==> config.mk <==
export PLATFORM = sky130hd
export DESIGN_NAME = vic_top
export DESIGN_NICKNAME = d
export VERILOG_FILES = /design/src/vic_pkg.sv /design/src/vic_top.sv
export SDC_FILE = /design/constraint.sdc
export NUM_CORES = 1
export LEC_CHECK = 0
export BUFFER_PORTS_ARGS = -buffer_cell sky130_fd_sc_hd__clkbuf_2
export CAP_MARGIN = 10
export CORE_ASPECT_RATIO = 0.5
export CORE_MARGIN = 10
export CORE_UTILIZATION = 30
export DETAILED_ROUTE_END_ITERATION = 10
export HOLD_SLACK_MARGIN = 0.08
export PLACE_DENSITY = 0.6
export RECOVER_POWER = 50
export SYNTH_ARGS = -nofsm -noshare
export SYNTH_HDL_FRONTEND = slang
export SYNTH_SLANG_ARGS = --single-unit
==> constraint.sdc <==
create_clock -name ref_clk -period 2 [get_ports ref_clk]
set_clock_uncertainty 0.05 [all_clocks]
set_input_delay 0.1 -clock ref_clk [delete_from_list [all_inputs] [get_ports ref_clk]]
set_output_delay 0.1 -clock ref_clk [all_outputs]
set_load 0.1 [all_outputs]
==> src/vic_pkg.sv <==
// vic_pkg: register map, field positions, vectors and states for the interrupt controller
package vic_pkg;
    localparam logic [2:0] ADDR_IRQ_CTL0  = 3'h0;
    localparam logic [2:0] ADDR_IRQ_CTL1  = 3'h1;
    localparam logic [2:0] ADDR_MF_CTL    = 3'h2;
    localparam logic [2:0] ADDR_MISC_CTL  = 3'h3;
    localparam logic [2:0] ADDR_STATUS    = 3'h4;

    localparam logic [7:0] RST_IRQ_CTL0   = 8'h00;
    localparam logic [7:0] RST_IRQ_CTL1   = 8'h00;
    localparam logic [7:0] RST_MF_CTL     = 8'h00;
    localparam logic [7:0] RST_MISC_CTL   = 8'h00;

    localparam logic [7:0] MASK_IRQ_CTL0  = 8'h7f;
    localparam logic [7:0] MASK_IRQ_CTL1  = 8'h66;
    localparam logic [7:0] MASK_MF_CTL    = 8'h77;
    localparam logic [7:0] MASK_MISC_CTL  = 8'hc8;

    localparam int C0_GIE  = 0;
    localparam int C0_EXE  = 1;
    localparam int C0_T0E  = 2;
    localparam int C0_T1E  = 3;
    localparam int C0_EXF  = 4;
    localparam int C0_T0F  = 5;
    localparam int C0_T1F  = 6;
    localparam int C1_TBE  = 1;
    localparam int C1_MFE  = 2;
    localparam int C1_TBF  = 5;
    localparam int C1_MFF  = 6;
    localparam int MF_CE   = 0;
    localparam int MF_A0E  = 1;
    localparam int MF_A1E  = 2;
    localparam int MF_CF   = 4;
    localparam int MF_A0F  = 5;
    localparam int MF_A1F  = 6;
    localparam int MS_DIR3 = 3;
    localparam int MS_ELO  = 6;
    localparam int MS_EHI  = 7;

    localparam logic [11:0] VEC_EXT   = 12'h004;
    localparam logic [11:0] VEC_TMR0  = 12'h008;
    localparam logic [11:0] VEC_TMR1  = 12'h00c;
    localparam logic [11:0] VEC_TBASE = 12'h014;
    localparam logic [11:0] VEC_MFUNC = 12'h018;

    localparam int SYS_PER_INSTR  = 4;
    localparam int ENTRY_CYC_RUN  = 2;
    localparam int ENTRY_CYC_WAKE = 3;

    typedef enum logic [3:0] {
        VIC_IDLE  = 4'b0001,
        VIC_WAIT  = 4'b0010,
        VIC_CALL  = 4'b0100,
        VIC_SLEEP = 4'b1000
    } vic_state_t;

    typedef struct packed {
        logic        ext_pin;
        logic        tmr0_ovf;
        logic        tmr1_ovf;
        logic        tbase_ovf;
        logic        opamp_zero_out;
        logic        opamp_one_out;
        logic        cmp_edge;
    } vic_src_t;

    typedef struct packed {
        logic        stack_full;
        logic        instr_bound;
        logic        halted;
    } vic_core_in_t;

    typedef struct packed {
        logic        call_req;
        logic [11:0] call_vec;
        logic        wake;
    } vic_core_out_t;
endpackage : vic_pkg

==> src/vic_top.sv <==
// vic_top: vectored interrupt request, priority and call logic
`timescale 1ns/1ps
module vic_top #(
    parameter int ADDR_W = 3
) (
    input  wire logic                 ref_clk,
    input  wire logic                 nrst,
    input  wire logic [ADDR_W-1:0]    reg_addr,
    input  wire logic [7:0]           reg_wdata,
    input  wire logic                 reg_wr,
    input  wire logic                 reg_rd,
    output logic [7:0]                reg_rdata,
    input  wire vic_pkg::vic_src_t    src,
    input  wire vic_pkg::vic_core_in_t core_in,
    output vic_pkg::vic_core_out_t    core_out,
    output logic                      port_a_line_three_is_input,
    output logic                      port_a_line_three_pullup_keep
);
    initial begin
        if (ADDR_W < 3) $error("vic_top: ADDR_W must be at least 3");
    end

    logic [7:0]  ctl0_q, ctl0_d;
    logic [7:0]  ctl1_q, ctl1_d;
    logic [7:0]  mfc_q, mfc_d;
    logic [7:0]  misc_q;
    logic [7:0]  rdata_q;
    logic        pin_q, opamp_zero_q, opamp_one_q;
    logic [7:0]  cnt_q;
    vic_pkg::vic_state_t st_q, st_d;
    logic [11:0] vec_q;
    logic [2:0]  sel_q;
    logic        woke_q;

    function automatic logic wr_hit(input logic [ADDR_W-1:0] a, input logic [2:0] r);
        wr_hit = reg_wr && (a == ADDR_W'(r));
    endfunction : wr_hit

    // edge decode
    wire logic [1:0] edge_sel    = {misc_q[vic_pkg::MS_EHI], misc_q[vic_pkg::MS_ELO]};
    wire logic       pin_rise    = src.ext_pin && !pin_q;
    wire logic       pin_fall    = !src.ext_pin && pin_q;
    wire logic       ext_evt     = (edge_sel[0] && pin_rise) || (edge_sel[1] && pin_fall);
    wire logic       opamp_zero_evt    = opamp_zero_q && !src.opamp_zero_out;
    wire logic       opamp_one_evt    = opamp_one_q && !src.opamp_one_out;
    wire logic       cmp_evt     = src.cmp_edge;

    wire logic       w0 = wr_hit(reg_addr, vic_pkg::ADDR_IRQ_CTL0);
    wire logic       w1 = wr_hit(reg_addr, vic_pkg::ADDR_IRQ_CTL1);
    wire logic       wm = wr_hit(reg_addr, vic_pkg::ADDR_MF_CTL);
    wire logic       wx = wr_hit(reg_addr, vic_pkg::ADDR_MISC_CTL);

    // sub-source flags feeding the multi-function flag
    wire logic       a0_set  = opamp_zero_evt && mfc_q[vic_pkg::MF_A0E];
    wire logic       a1_set  = opamp_one_evt && mfc_q[vic_pkg::MF_A1E];
    wire logic       cf_set  = cmp_evt && mfc_q[vic_pkg::MF_CE];
    wire logic       mf_set  = a0_set || a1_set || cf_set;

    // pending requests, priority order low index first
    wire logic       gie = ctl0_q[vic_pkg::C0_GIE];
    wire logic [4:0] pend = {
        ctl1_q[vic_pkg::C1_MFF] && ctl1_q[vic_pkg::C1_MFE],
        ctl1_q[vic_pkg::C1_TBF] && ctl1_q[vic_pkg::C1_TBE],
        ctl0_q[vic_pkg::C0_T1F] && ctl0_q[vic_pkg::C0_T1E],
        ctl0_q[vic_pkg::C0_T0F] && ctl0_q[vic_pkg::C0_T0E],
        ctl0_q[vic_pkg::C0_EXF] && ctl0_q[vic_pkg::C0_EXE]};
    wire logic       any_req = gie && (pend != 5'h0);
    wire logic       accept  = any_req && !core_in.stack_full && core_in.instr_bound;
    wire logic [2:0] win = pend[0] ? 3'h0 : pend[1] ? 3'h1 : pend[2] ? 3'h2 :
                           pend[3] ? 3'h3 : 3'h4;
    wire logic [11:0] win_vec = (win == 3'h0) ? vic_pkg::VEC_EXT :
                                (win == 3'h1) ? vic_pkg::VEC_TMR0 :
                                (win == 3'h2) ? vic_pkg::VEC_TMR1 :
                                (win == 3'h3) ? vic_pkg::VEC_TBASE :
                                vic_pkg::VEC_MFUNC;
    wire logic       serve = (st_q == vic_pkg::VIC_CALL);
    wire logic       wake_src = (pend != 5'h0);

    // flag update: hardware set beats software clear; service clears
    always_comb begin
        ctl0_d = w0 ? (reg_wdata & vic_pkg::MASK_IRQ_CTL0) : ctl0_q;
        ctl1_d = w1 ? (reg_wdata & vic_pkg::MASK_IRQ_CTL1) : ctl1_q;
        mfc_d  = wm ? (reg_wdata & vic_pkg::MASK_MF_CTL) : mfc_q;
        if (serve) begin
            ctl0_d[vic_pkg::C0_GIE] = 1'b0;
            case (sel_q)
                3'h0:    ctl0_d[vic_pkg::C0_EXF] = 1'b0;
                3'h1:    ctl0_d[vic_pkg::C0_T0F] = 1'b0;
                3'h2:    ctl0_d[vic_pkg::C0_T1F] = 1'b0;
                3'h3:    ctl1_d[vic_pkg::C1_TBF] = 1'b0;
                default: ctl1_d[vic_pkg::C1_MFF] = 1'b0;
            endcase
        end
        if (ext_evt)         ctl0_d[vic_pkg::C0_EXF] = 1'b1;
        if (src.tmr0_ovf)    ctl0_d[vic_pkg::C0_T0F] = 1'b1;
        if (src.tmr1_ovf)    ctl0_d[vic_pkg::C0_T1F] = 1'b1;
        if (src.tbase_ovf)   ctl1_d[vic_pkg::C1_TBF] = 1'b1;
        if (mf_set)          ctl1_d[vic_pkg::C1_MFF] = 1'b1;
        if (a0_set)          mfc_d[vic_pkg::MF_A0F]  = 1'b1;
        if (a1_set)          mfc_d[vic_pkg::MF_A1F]  = 1'b1;
        if (cf_set)          mfc_d[vic_pkg::MF_CF]   = 1'b1;
    end

    // entry sequencer
    always_comb begin
        st_d = st_q;
        case (st_q)
            vic_pkg::VIC_IDLE:  begin
                if (core_in.halted && wake_src) st_d = vic_pkg::VIC_SLEEP;
                else if (accept)                st_d = vic_pkg::VIC_WAIT;
            end
            vic_pkg::VIC_SLEEP: st_d = vic_pkg::VIC_IDLE;
            vic_pkg::VIC_WAIT:  begin
                if (cnt_q == 8'h00) st_d = vic_pkg::VIC_CALL;
            end
            vic_pkg::VIC_CALL:  st_d = vic_pkg::VIC_IDLE;
            default:            st_d = vic_pkg::VIC_IDLE;
        endcase
    end

    localparam logic [7:0] RUN_CYC  = 8'(vic_pkg::ENTRY_CYC_RUN * vic_pkg::SYS_PER_INSTR - 2);
    localparam logic [7:0] WAKE_CYC = 8'(vic_pkg::ENTRY_CYC_WAKE * vic_pkg::SYS_PER_INSTR - 2);

    always_ff @(posedge ref_clk) begin
        if (!nrst) begin
            ctl0_q <= vic_pkg::RST_IRQ_CTL0;
            ctl1_q <= vic_pkg::RST_IRQ_CTL1;
            mfc_q  <= vic_pkg::RST_MF_CTL;
            misc_q <= vic_pkg::RST_MISC_CTL;
        end else begin
            ctl0_q <= ctl0_d;
            ctl1_q <= ctl1_d;
            mfc_q  <= mfc_d;
            if (wx) misc_q <= reg_wdata & vic_pkg::MASK_MISC_CTL;
        end
    end

    always_ff @(posedge ref_clk) begin
        if (!nrst) begin
            pin_q  <= 1'b0;
            opamp_zero_q <= 1'b0;
            opamp_one_q <= 1'b0;
        end else begin
            pin_q  <= src.ext_pin;
            opamp_zero_q <= src.opamp_zero_out;
            opamp_one_q <= src.opamp_one_out;
        end
    end

    always_ff @(posedge ref_clk) begin
        if (!nrst) begin
            st_q   <= vic_pkg::VIC_IDLE;
            cnt_q  <= 8'h00;
            vec_q  <= 12'h000;
            sel_q  <= 3'h0;
            woke_q <= 1'b0;
        end else begin
            st_q <= st_d;
            if (st_q == vic_pkg::VIC_SLEEP) woke_q <= 1'b1;
            if (st_q == vic_pkg::VIC_IDLE && st_d == vic_pkg::VIC_WAIT) begin
                cnt_q  <= woke_q ? WAKE_CYC : RUN_CYC;
                vec_q  <= win_vec;
                sel_q  <= win;
                woke_q <= 1'b0;
            end else if (cnt_q != 8'h00) begin
                cnt_q <= cnt_q - 8'h01;
            end
        end
    end

    // register read, one cycle later
    wire logic [7:0] rd_mux =
        (reg_addr == ADDR_W'(vic_pkg::ADDR_IRQ_CTL0)) ? ctl0_q :
        (reg_addr == ADDR_W'(vic_pkg::ADDR_IRQ_CTL1)) ? ctl1_q :
        (reg_addr == ADDR_W'(vic_pkg::ADDR_MF_CTL))   ? mfc_q  :
        (reg_addr == ADDR_W'(vic_pkg::ADDR_MISC_CTL)) ? misc_q :
        (reg_addr == ADDR_W'(vic_pkg::ADDR_STATUS))   ? {4'h0, st_q} : 8'h00;

    always_ff @(posedge ref_clk) begin
        if (!nrst) rdata_q <= 8'h00;
        else       rdata_q <= reg_rd ? rd_mux : 8'h00;
    end

    assign reg_rdata                     = rdata_q;
    // only the pc push is requested of the core; nothing else is saved
    assign core_out.call_req             = serve;
    assign core_out.call_vec             = vec_q;
    assign core_out.wake                 = core_in.halted && wake_src;
    assign port_a_line_three_is_input    = misc_q[vic_pkg::MS_DIR3];
    assign port_a_line_three_pullup_keep = 1'b1;
endmodule : vic_top

### Word level (Yosys, flattened, before mapping)

Cells that the tools add are included.

| cells by class | value |
|---|---|
| bitwise logic cells | 2 |
| multiplexer cells | 38 |
| order comparisons | 0 |
| $mul | 0 |
| divide/modulo/power cells | 0 |
| equality and inequality tests | 15 |
| add/sub/neg operators | 1 |
| shift operators | 0 |
| reductions and logical operators | 46 |

Operators with widths:

| cell | number |
|---|---|
| 7-bit two-way mux | 6 |
| 4-bit two-way mux | 6 |
| 8-bit two-way mux | 3 |
| 1-bit logical AND | 23 |
| 3-bit by 2-bit == test with 1-bit output, second input constant | 6 |
| 3-bit two-way mux | 5 |
| 5-bit two-way mux | 3 |
| 1-bit two-way mux | 13 |
| 3-bit by 1-bit == test with 1-bit output, second input constant | 3 |
| 3-bit logical NOT | 3 |
| 4-bit by 2-bit == test with 1-bit output, second input constant | 2 |
| 8-bit logical NOT | 1 |
| 4-bit case mux with 2 select lines | 1 |
| 2-bit nonzero test | 4 |
| 8-bit nonzero test | 1 |
| 4-bit OR reduction | 2 |
| 8-bit by 1-bit subtractor with 8-bit output, second input constant | 1 |
| 1-bit logical NOT | 5 |
| 5-bit nonzero test | 1 |
| 4-bit by 1-bit == test with 1-bit output, second input constant | 1 |
| 4-bit by 3-bit == test with 1-bit output, second input constant | 1 |
| 4-bit == test, second input constant | 1 |
| 2-bit OR reduction | 2 |
| 3-bit == test, second input constant | 1 |
| 4 further kinds | 7 |

| storage, ports and cells | value |
|---|---|
| bits in read-only memories | 0 |
| logic and storage cells | 122 |
| latch bits | 0 |
| output and inout port bits | 24 |
| register bits after elaboration | 59 |
| bits in writable memories | 0 |
| memories kept | 0 |

### Logic depth before layout (Yosys ltp)

Gate-level depths: netlist of run 1.

| depth | value |
|---|---|
| word-level depth | 11 |
| gate-level depth with buffers | 6 |
| gate-level depth less buffers | 6 |

### Worst setup path after synthesis of run 1

Ideal clock, no wire load.

| path | value |
|---|---|
| path type | register -> output |
| from | register ctl0_q[6] |
| to | output core_out[0] (netlist bit) |
| setup slack | -0.034 ns |
| cell stages (with the launch flop) | 4 |
| arrival time | 1.884 ns |
| path through | dfxtp_1 > a22o_1 > nor3_1 > nor2_1 |

RTL lines:

| what | RTL line | RTL |
|---|---|---|
| start: declaration | vic_top.sv:23 | `logic [7:0] ctl0_q, ctl0_d;` |
| start signal: assignment | vic_top.sv:126 | `ctl0_q <= vic_pkg::RST_IRQ_CTL0;` |
| start signal: assignment | vic_top.sv:131 | `ctl0_q <= ctl0_d;` |
| end: declaration | vic_top.sv:15 | `output vic_pkg::vic_core_out_t core_out,` |

==> qor.yml, run 1 <==
core_mm2: 0.00806
antenna_found_initial: 0
grt_use_met2_pct: 15.3
die_y_um: 84.5
synthArstFlopShare_pct: 0
dp_hpwl_mm: 4.48
cts_num_sinks: 50
vias_per_cell: 4.71
setup_viol: 0
cts_resized: 0
slew_viol_final: 0
grt_util_met1_pct: 11.9
max_freq_mhz: 561
drt-initial-drc-count: 120
cap_viol_max_count: 0
min_period_ns: 1.78
critPathLaunchType: "register"
fill_cells: 802
worstPathMaxFanout: 5
grt_first_pass_wirelength_mm: 9.78
finalNetCount: 335
finalSetupTns_ns: 0
tightest_slew_ns: 1.23
core.rowCount: 23
first_pass_iters: 4
power.leakage_uw: 0.00120
initial_utilization_pct: 31.0
overflow: 0
final_hold_viol_count: 0
cp_slowest_cell: "or4b_4"
area_growth_syn_to_layout_pct: 20.5
grt_start_max_net_pins: 37
top_usage_layer: "met2"
power_density_mw_per_mm2: 908
cts_buffer_depth: 2
die_x_um: 149
power.total_uw: 2730
synth_edf_count: 0
drive_gt1_share_pct: 16.6
grt_setup_unrepaired: "false"
drc: 0
required_ns: 1.85
cts_tree: "done"
cts_made_buffers: 5
ir_drop_v: 0.000277
root_buffer: "clkbuf_16"
ys_seq_elements: 50
path_class: "reg2out"
io_pins: 49
grt_pass1_vias: 1890
ant_nets: 0
port_buffers: 38
wl_mm: 6.04
max_stage_delay_ns: 0.59
ctsHtreeMaxLevel: 2
clk_pin_slew_ns: 0.07
netlist_instances: 261
grt_usage_pct: 9.39
synth.distinct_cells: 50
yosysWarnings: 0
synth-seq-area-share_pct: 40.1
status: "finished, final reports clean"
avgSynthCellArea_um2: 9.56
num_antenna_cells: 0
end_kind: "output pin"
vias: 1977
syn_area_mm2: 0.00250
slew_headroom_pct: 18.5
die-area_mm2: 0.0126
post-route-period-util_pct: 89.2
arrival_ns: 1.63
clk_latency_ns: 0.29
postCtsSetupRepairBufs: 0
synth_ff_type: "dfxtp_1"
place_congestion: 0.825
routedWlPerCell_um: 14.4
cp_cell_sequence: "or4b_4, inv_1, buf_4"
hold_class: "in2reg"
use_met3_pct: 1.82
-- repair_timing --
item | CTS | global route
endpoints found under the hold margin | 17 | 0
hold buffers | 14 | 0
endpoints found under the setup margin | 0 | 0
-- synthesized netlist by cell type, types with 2 or more instances --
library cell,number,area share (%)
dfxtp_1,50,40
mux2i_1,33,13
nand2_1,19,2.9
nor2_1,18,2.7
buf_4,13,3.9
nor2b_1,12,3.0
a21oi_1,8,1.6
inv_1,8,1.2
clkbuf_1,7,1.1
and2_1,6,1.5
nand3b_1,6,1.8
nand3_1,5,1.0
nor3_1,5,1.0
o21a_1,5,1.5
a31oi_1,4,1.0
buf_2,4,0.80
xnor2_1,4,1.4
a21boi_0,3,0.90
nor4b_2,3,1.8
o21ai_0,3,0.60
o21ai_1,3,0.60
o32a_1,3,1.2
a21boi_1,2,0.60
a22o_1,2,0.70
a2bb2oi_1,2,0.70
conb_1,2,0.30
ha_1,2,1.0
nand2_4,2,0.90
nand2b_1,2,0.50
nor3_2,2,0.80
nor3b_1,2,0.60
nor4b_1,2,0.70
nor4bb_1,2,0.80
-- metrics by stage --
| stage | cells | hold WS (ns) | utilization [%] | cell area (µm²) | setup slack [ns] |
|---|---|---|---|---|---|
| after floorplan | 269 | 0.172 | - | 2530 | 0.430 |
| after global placement | 399 | 0.260 | 34.1 | 2750 | 0.374 |
| after detailed placement | 399 | 0.267 | 34.1 | 2750 | 0.313 |
| after CTS | 420 | 0.0872 | 37.5 | 3020 | 0.208 |
| after global routing | 420 | 0.125 | 37.3 | 3010 | 0.0935 |
| final | 420 | 0.0824 | 37.3 | 3010 | 0.216 |
-- report_power, final --
part	switching, µW	total, µW	internal (µW)
sequential	87.3	1160	1070
combinational	412	760	349
clock	350	808	457
total	850	2730	1880
-- per-layer routing --
metal	up-vias	share of wire (%)
met5	-	0
met4	0	1.1
met3	6	4.2
met2	37	47
met1	945	48
li1	989	-
-- cell type report --
type / instances / area (µm²) / area share [%]
Multi-Input combinational cell: 187 / 1350 / 45.0
Sequential cell: 50 / 1000 / 33.3
Inverter: 8 / 30.0 / 0.999
Tap cell: 112 / 140 / 4.66
Clock inverter: 1 / 7.51 / 0.250
Clock buffer: 6 / 129 / 4.29
Timing Repair Buffer: 56 / 345 / 11.5
-- path summary, 6_finish.rpt --
path / endpoint / startpoint / cells after the start / slack, ns
min: misc_q[6]$_SDFFE_PN0P_ / reg_wdata[6] / 3 / 0.08
min reg2reg: vec_q[3]$_SDFFE_PN0P_ / vec_q[3]$_SDFFE_PN0P_ / 2 / 0.41
max: core_out[13] / st_q[0]$_SDFF_PN1_ / 3 / 0.22
max reg2reg: cnt_q[4]$_SDFFE_PN0P_ / cnt_q[0]$_SDFFE_PN0P_ / 6 / 0.30
-- sequential cells by signal, indices dropped and copies added, names as in the netlist, 3 cells and up --
| register | flops |
|---|---|
| reg_rdata | 8 |
| mfc_q | 6 |
| sel_q | 3 |
| ctl0_q | 7 |
| st_q | 4 |
| misc_q | 3 |
| cnt_q | 8 |
| vec_q | 3 |
| ctl1_q | 4 |
-- worst max-delay path: cells and delay by family, from the launching register on --
| family | cells | cell delay [ns] |
|---|---|---|
| AND/OR/NAND/NOR | 1 | 0.59 |
| flip-flops | 1 | 0.35 |
| buffers and inverters | 2 | 0.40 |
-- cell usage in the layout, fill, tap and decap left out, types with 6 or more instances in the layout --
cell type      instances
nand2_1               19
and2_1                 6
nor2_1                17
mux2i_1               33
inv_1                  8
clkbuf_2              26
nand3b_1               6
dfxtp_1               50
a21oi_1                8
conb_1                10
nor2b_1               12
clkbuf_1              13
dlygate4sd3_1         14
-- logic make-up (layout without fill, tap and decap cells) --
| kind of cell | after synthesis | count (layout) | synth area share (%) |
|---|---|---|---|
| XOR/XNOR | 5 | 5 | 1.75 |
| multiplexers | 35 | 35 | 14.7 |
| AND/OR/NAND/NOR | 93 | 93 | 23.1 |
| other | 2 | 10 | 0.301 |
| adder cells (fa/ha/maj) | 2 | 2 | 1.00 |
| AO/OA/AOI/OAI | 42 | 42 | 12.1 |
| flip-flops | 50 | 50 | 40.1 |
| buffers and inverters | 32 | 71 | 6.97 |
No activity file was read; power rests on OpenSTA's default activity.
==> inputs of run 2 (changes only) <==
REMOVE_ABC_BUFFERS = 1   (was default)
==> qor.yml, run 2 (same netlist as run 1, synthesis figures left out) <==
cp_cell_sequence: "or4b_4, inv_1, buf_4"
fill_cells: 835  # +4.1%
port_buffers: 38  # unchanged
place_congestion: 0.770  # -6.6%
grt_usage_pct: 9.19  # -0.20 points
path_class: "reg2out"
dp.cells: 402  # +0.75%
wl_mm: 5.94  # -1.7%
drc: 0  # unchanged
drt-initial-drc-count: 73  # -39%
pwr-share-clk_pct: 31.6  # +2.0 points
routedWlPerCell_um: 14.1  # -1.9%
ctsHtreeMaxLevel: 2  # unchanged
die_y_um: 84.5  # unchanged
multi_input_area_mm2: 0.00135  # -0.65%
final_common_cell: "dfxtp_1"
num_antenna_cells: 0  # unchanged
post-route-cell-area_mm2: 0.00299  # -0.50%
vias: 1977  # unchanged
cts_tree: "done"
hold_ws_ns: 0.0704  # -0.0120 ns
r2r-end: "cnt_q[4]$_SDFFE_PN0P_"
grt_pass1_vias: 1987  # +5.1%
clk_pin_slew_ns: 0.07  # about the same
antenna_found_initial: 0  # unchanged
p_int_uw: 1920  # +2.2%
combPwrFrac_pct: 27.0  # -0.9 points
status: "finished, final reports clean"
cts_num_sinks: 50  # unchanged
critical_path_buf_inv_count: 2  # unchanged
slew_viol_final: 0  # unchanged
max_stage_delay_ns: 0.53  # -0.06 ns
critPathLaunch: "st_q[2]$_SDFF_PN0_"
rrSetupSlack_ns: 0.35  # +0.05 ns
area_growth_syn_to_layout_pct: 19.8
post-route-period-util_pct: 90.9  # +1.7 points
arrival_ns: 1.67  # +0.04 ns
cap_viol_max_count: 0  # unchanged
hold_class: "in2reg"
cts_made_buffers: 5  # unchanged
final_hold_viol_count: 0  # unchanged
dp_hpwl_mm: 4.65  # +3.7%
ir_drop_v: 0.000370  # +34%
crit_family: "simple AND/OR/NAND/NOR gates"
core_mm2: 0.00806  # unchanged
power.leakage_uw: 0.00118  # -1.3%
core.rowCount: 23  # unchanged
io_pins: 49  # unchanged
placed_cell_area_mm2: 0.00277  # +0.73%
root_buffer: "clkbuf_16"
drive_gt1_share_pct: 14.9  # -1.7 points
slew_headroom_pct: 21.2  # +2.7 points
finalNetCount: 335  # unchanged
max_freq_mhz: 550  # -1.9%
seq_power_share_pct: 41.4  # -1.1 points
min_period_ns: 1.82  # +0.0343 ns
first_pass_iters: 6  # +2
grt_start_max_net_pins: 21  # -43%
reg2reg_depth: 6  # unchanged
critPathLaunchType: "register"
worstPathMaxFanout: 5  # unchanged
required_ns: 1.85  # about the same
cts_resized: 0  # unchanged
die_x_um: 149  # unchanged
cp_slowest_cell: "or4b_4"
ant_nets: 0  # unchanged
setup_viol: 0  # unchanged
grt_first_pass_wirelength_mm: 9.65  # -1.3%
cp.depth: 3  # unchanged
cts_buffer_depth: 2  # unchanged
clk_latency_ns: 0.29  # about the same
power_density_mw_per_mm2: 936  # +3.1%
initial_utilization_pct: 31.0  # unchanged
regArea_mm2: 0.00100  # unchanged
vias_per_cell: 4.70  # -0.24%
grt_setup_unrepaired: "false"
end_kind: "output pin"
p_sw_uw: 879  # +3.5%
final_cells: 421  # +0.24%
die-area_mm2: 0.0126  # unchanged
cp-endpoint: "core_out[13]"
layout_common_cells: "dfxtp_1 (50), mux2i_1 (33), clkbuf_2 (21)"
tightest_slew_ns: 1.19  # -0.0400 ns
overflow: 0  # unchanged
r2r_start: "cnt_q[0]$_SDFFE_PN0P_"
p_sw_share_pct: 31.4  # +0.27 points
==> run 2: power by group through the flow <==
stage	registers (µW)	clock network [µW]	logic (µW)
2_1_floorplan	1170	0	585
3_3_place_gp	1180	0	714
3_5_place_dp	1180	0	738
4_1_cts	1160	899	760
5_1_grt	1170	946	824
6_report	1160	885	756
==> run 2: area by class of cell <==
| cell class | count | area share, % |
|---|---|---|
| inverters | 8 | 1.00 |
| well taps | 112 | 4.68 |
| multi-input cells | 187 | 45.0 |
| flip-flops and latches | 50 | 33.5 |
| repair buffers | 56 | 10.7 |
| clock buffers | 6 | 4.64 |
| clock inverters | 2 | 0.544 |
==> run 2: how the worst min path moves through the flow <==
stage / start / to / slack, ns / cells after the start
finish: reg_wdata[2] / ctl0_q[2]$_SDFFE_PN0P_ / 0.07 / 3
global route: reg_wdata[1] / ctl1_q[1]$_SDFFE_PN0P_ / 0.08 / 3
CTS: reg_wdata[2] / ctl0_q[2]$_SDFFE_PN0P_ / 0.08 / 3
detailed placement: src[4] / ctl0_q[6]$_SDFF_PN0_ / 0.27 / 2
global placement: src[4] / ctl0_q[6]$_SDFF_PN0_ / 0.26 / 2
floorplan: reg_addr[2] / reg_rdata[6]$_SDFF_PN0_ / 0.13 / 1
==> run 2: worst reg2reg max path: stages, from the launching register on <==
cell and delay [ns]:
dfxtp_1 0.37, inv_1 0.07, ha_1 0.21, nor4b_4 0.16
a2111oi_1 0.46, xnor2_1 0.17, nor2_1 0.05
==> run 2: routing by layer <==
metal  track usage (%)  wire [µm]  vias to the layer above
li1                  -          -                      994
met1              10.7       2630                      941
met2              16.4       3000                       38
met3              2.14        250                        4
met4              2.66         56                        0
met5                 0          0                        -
==> run 2: repair_timing <==
| action | 4_1_cts | 5_1_grt |
|---|---|---|
| hold buffers | 11 | 0 |
| endpoints found under the hold margin | 13 | 0 |
| buffers inserted | 0 | 0 |
==> run 2: stage by stage <==
| step | setup TNS, ns | total power, µW | worst slack, ns | util [%] |
|---|---|---|---|---|
| global placement | 0 | 1890 | 0.387 | 34.3 |
| CTS | 0 | 2820 | 0.187 | 37.6 |
| detailed placement | 0 | 1920 | 0.346 | 34.3 |
| global route | 0 | 2940 | 0.149 | 37.1 |
| finish | 0 | 2800 | 0.182 | 37.1 |
| floorplan | -0.0383 | 1760 | -0.0340 | - |
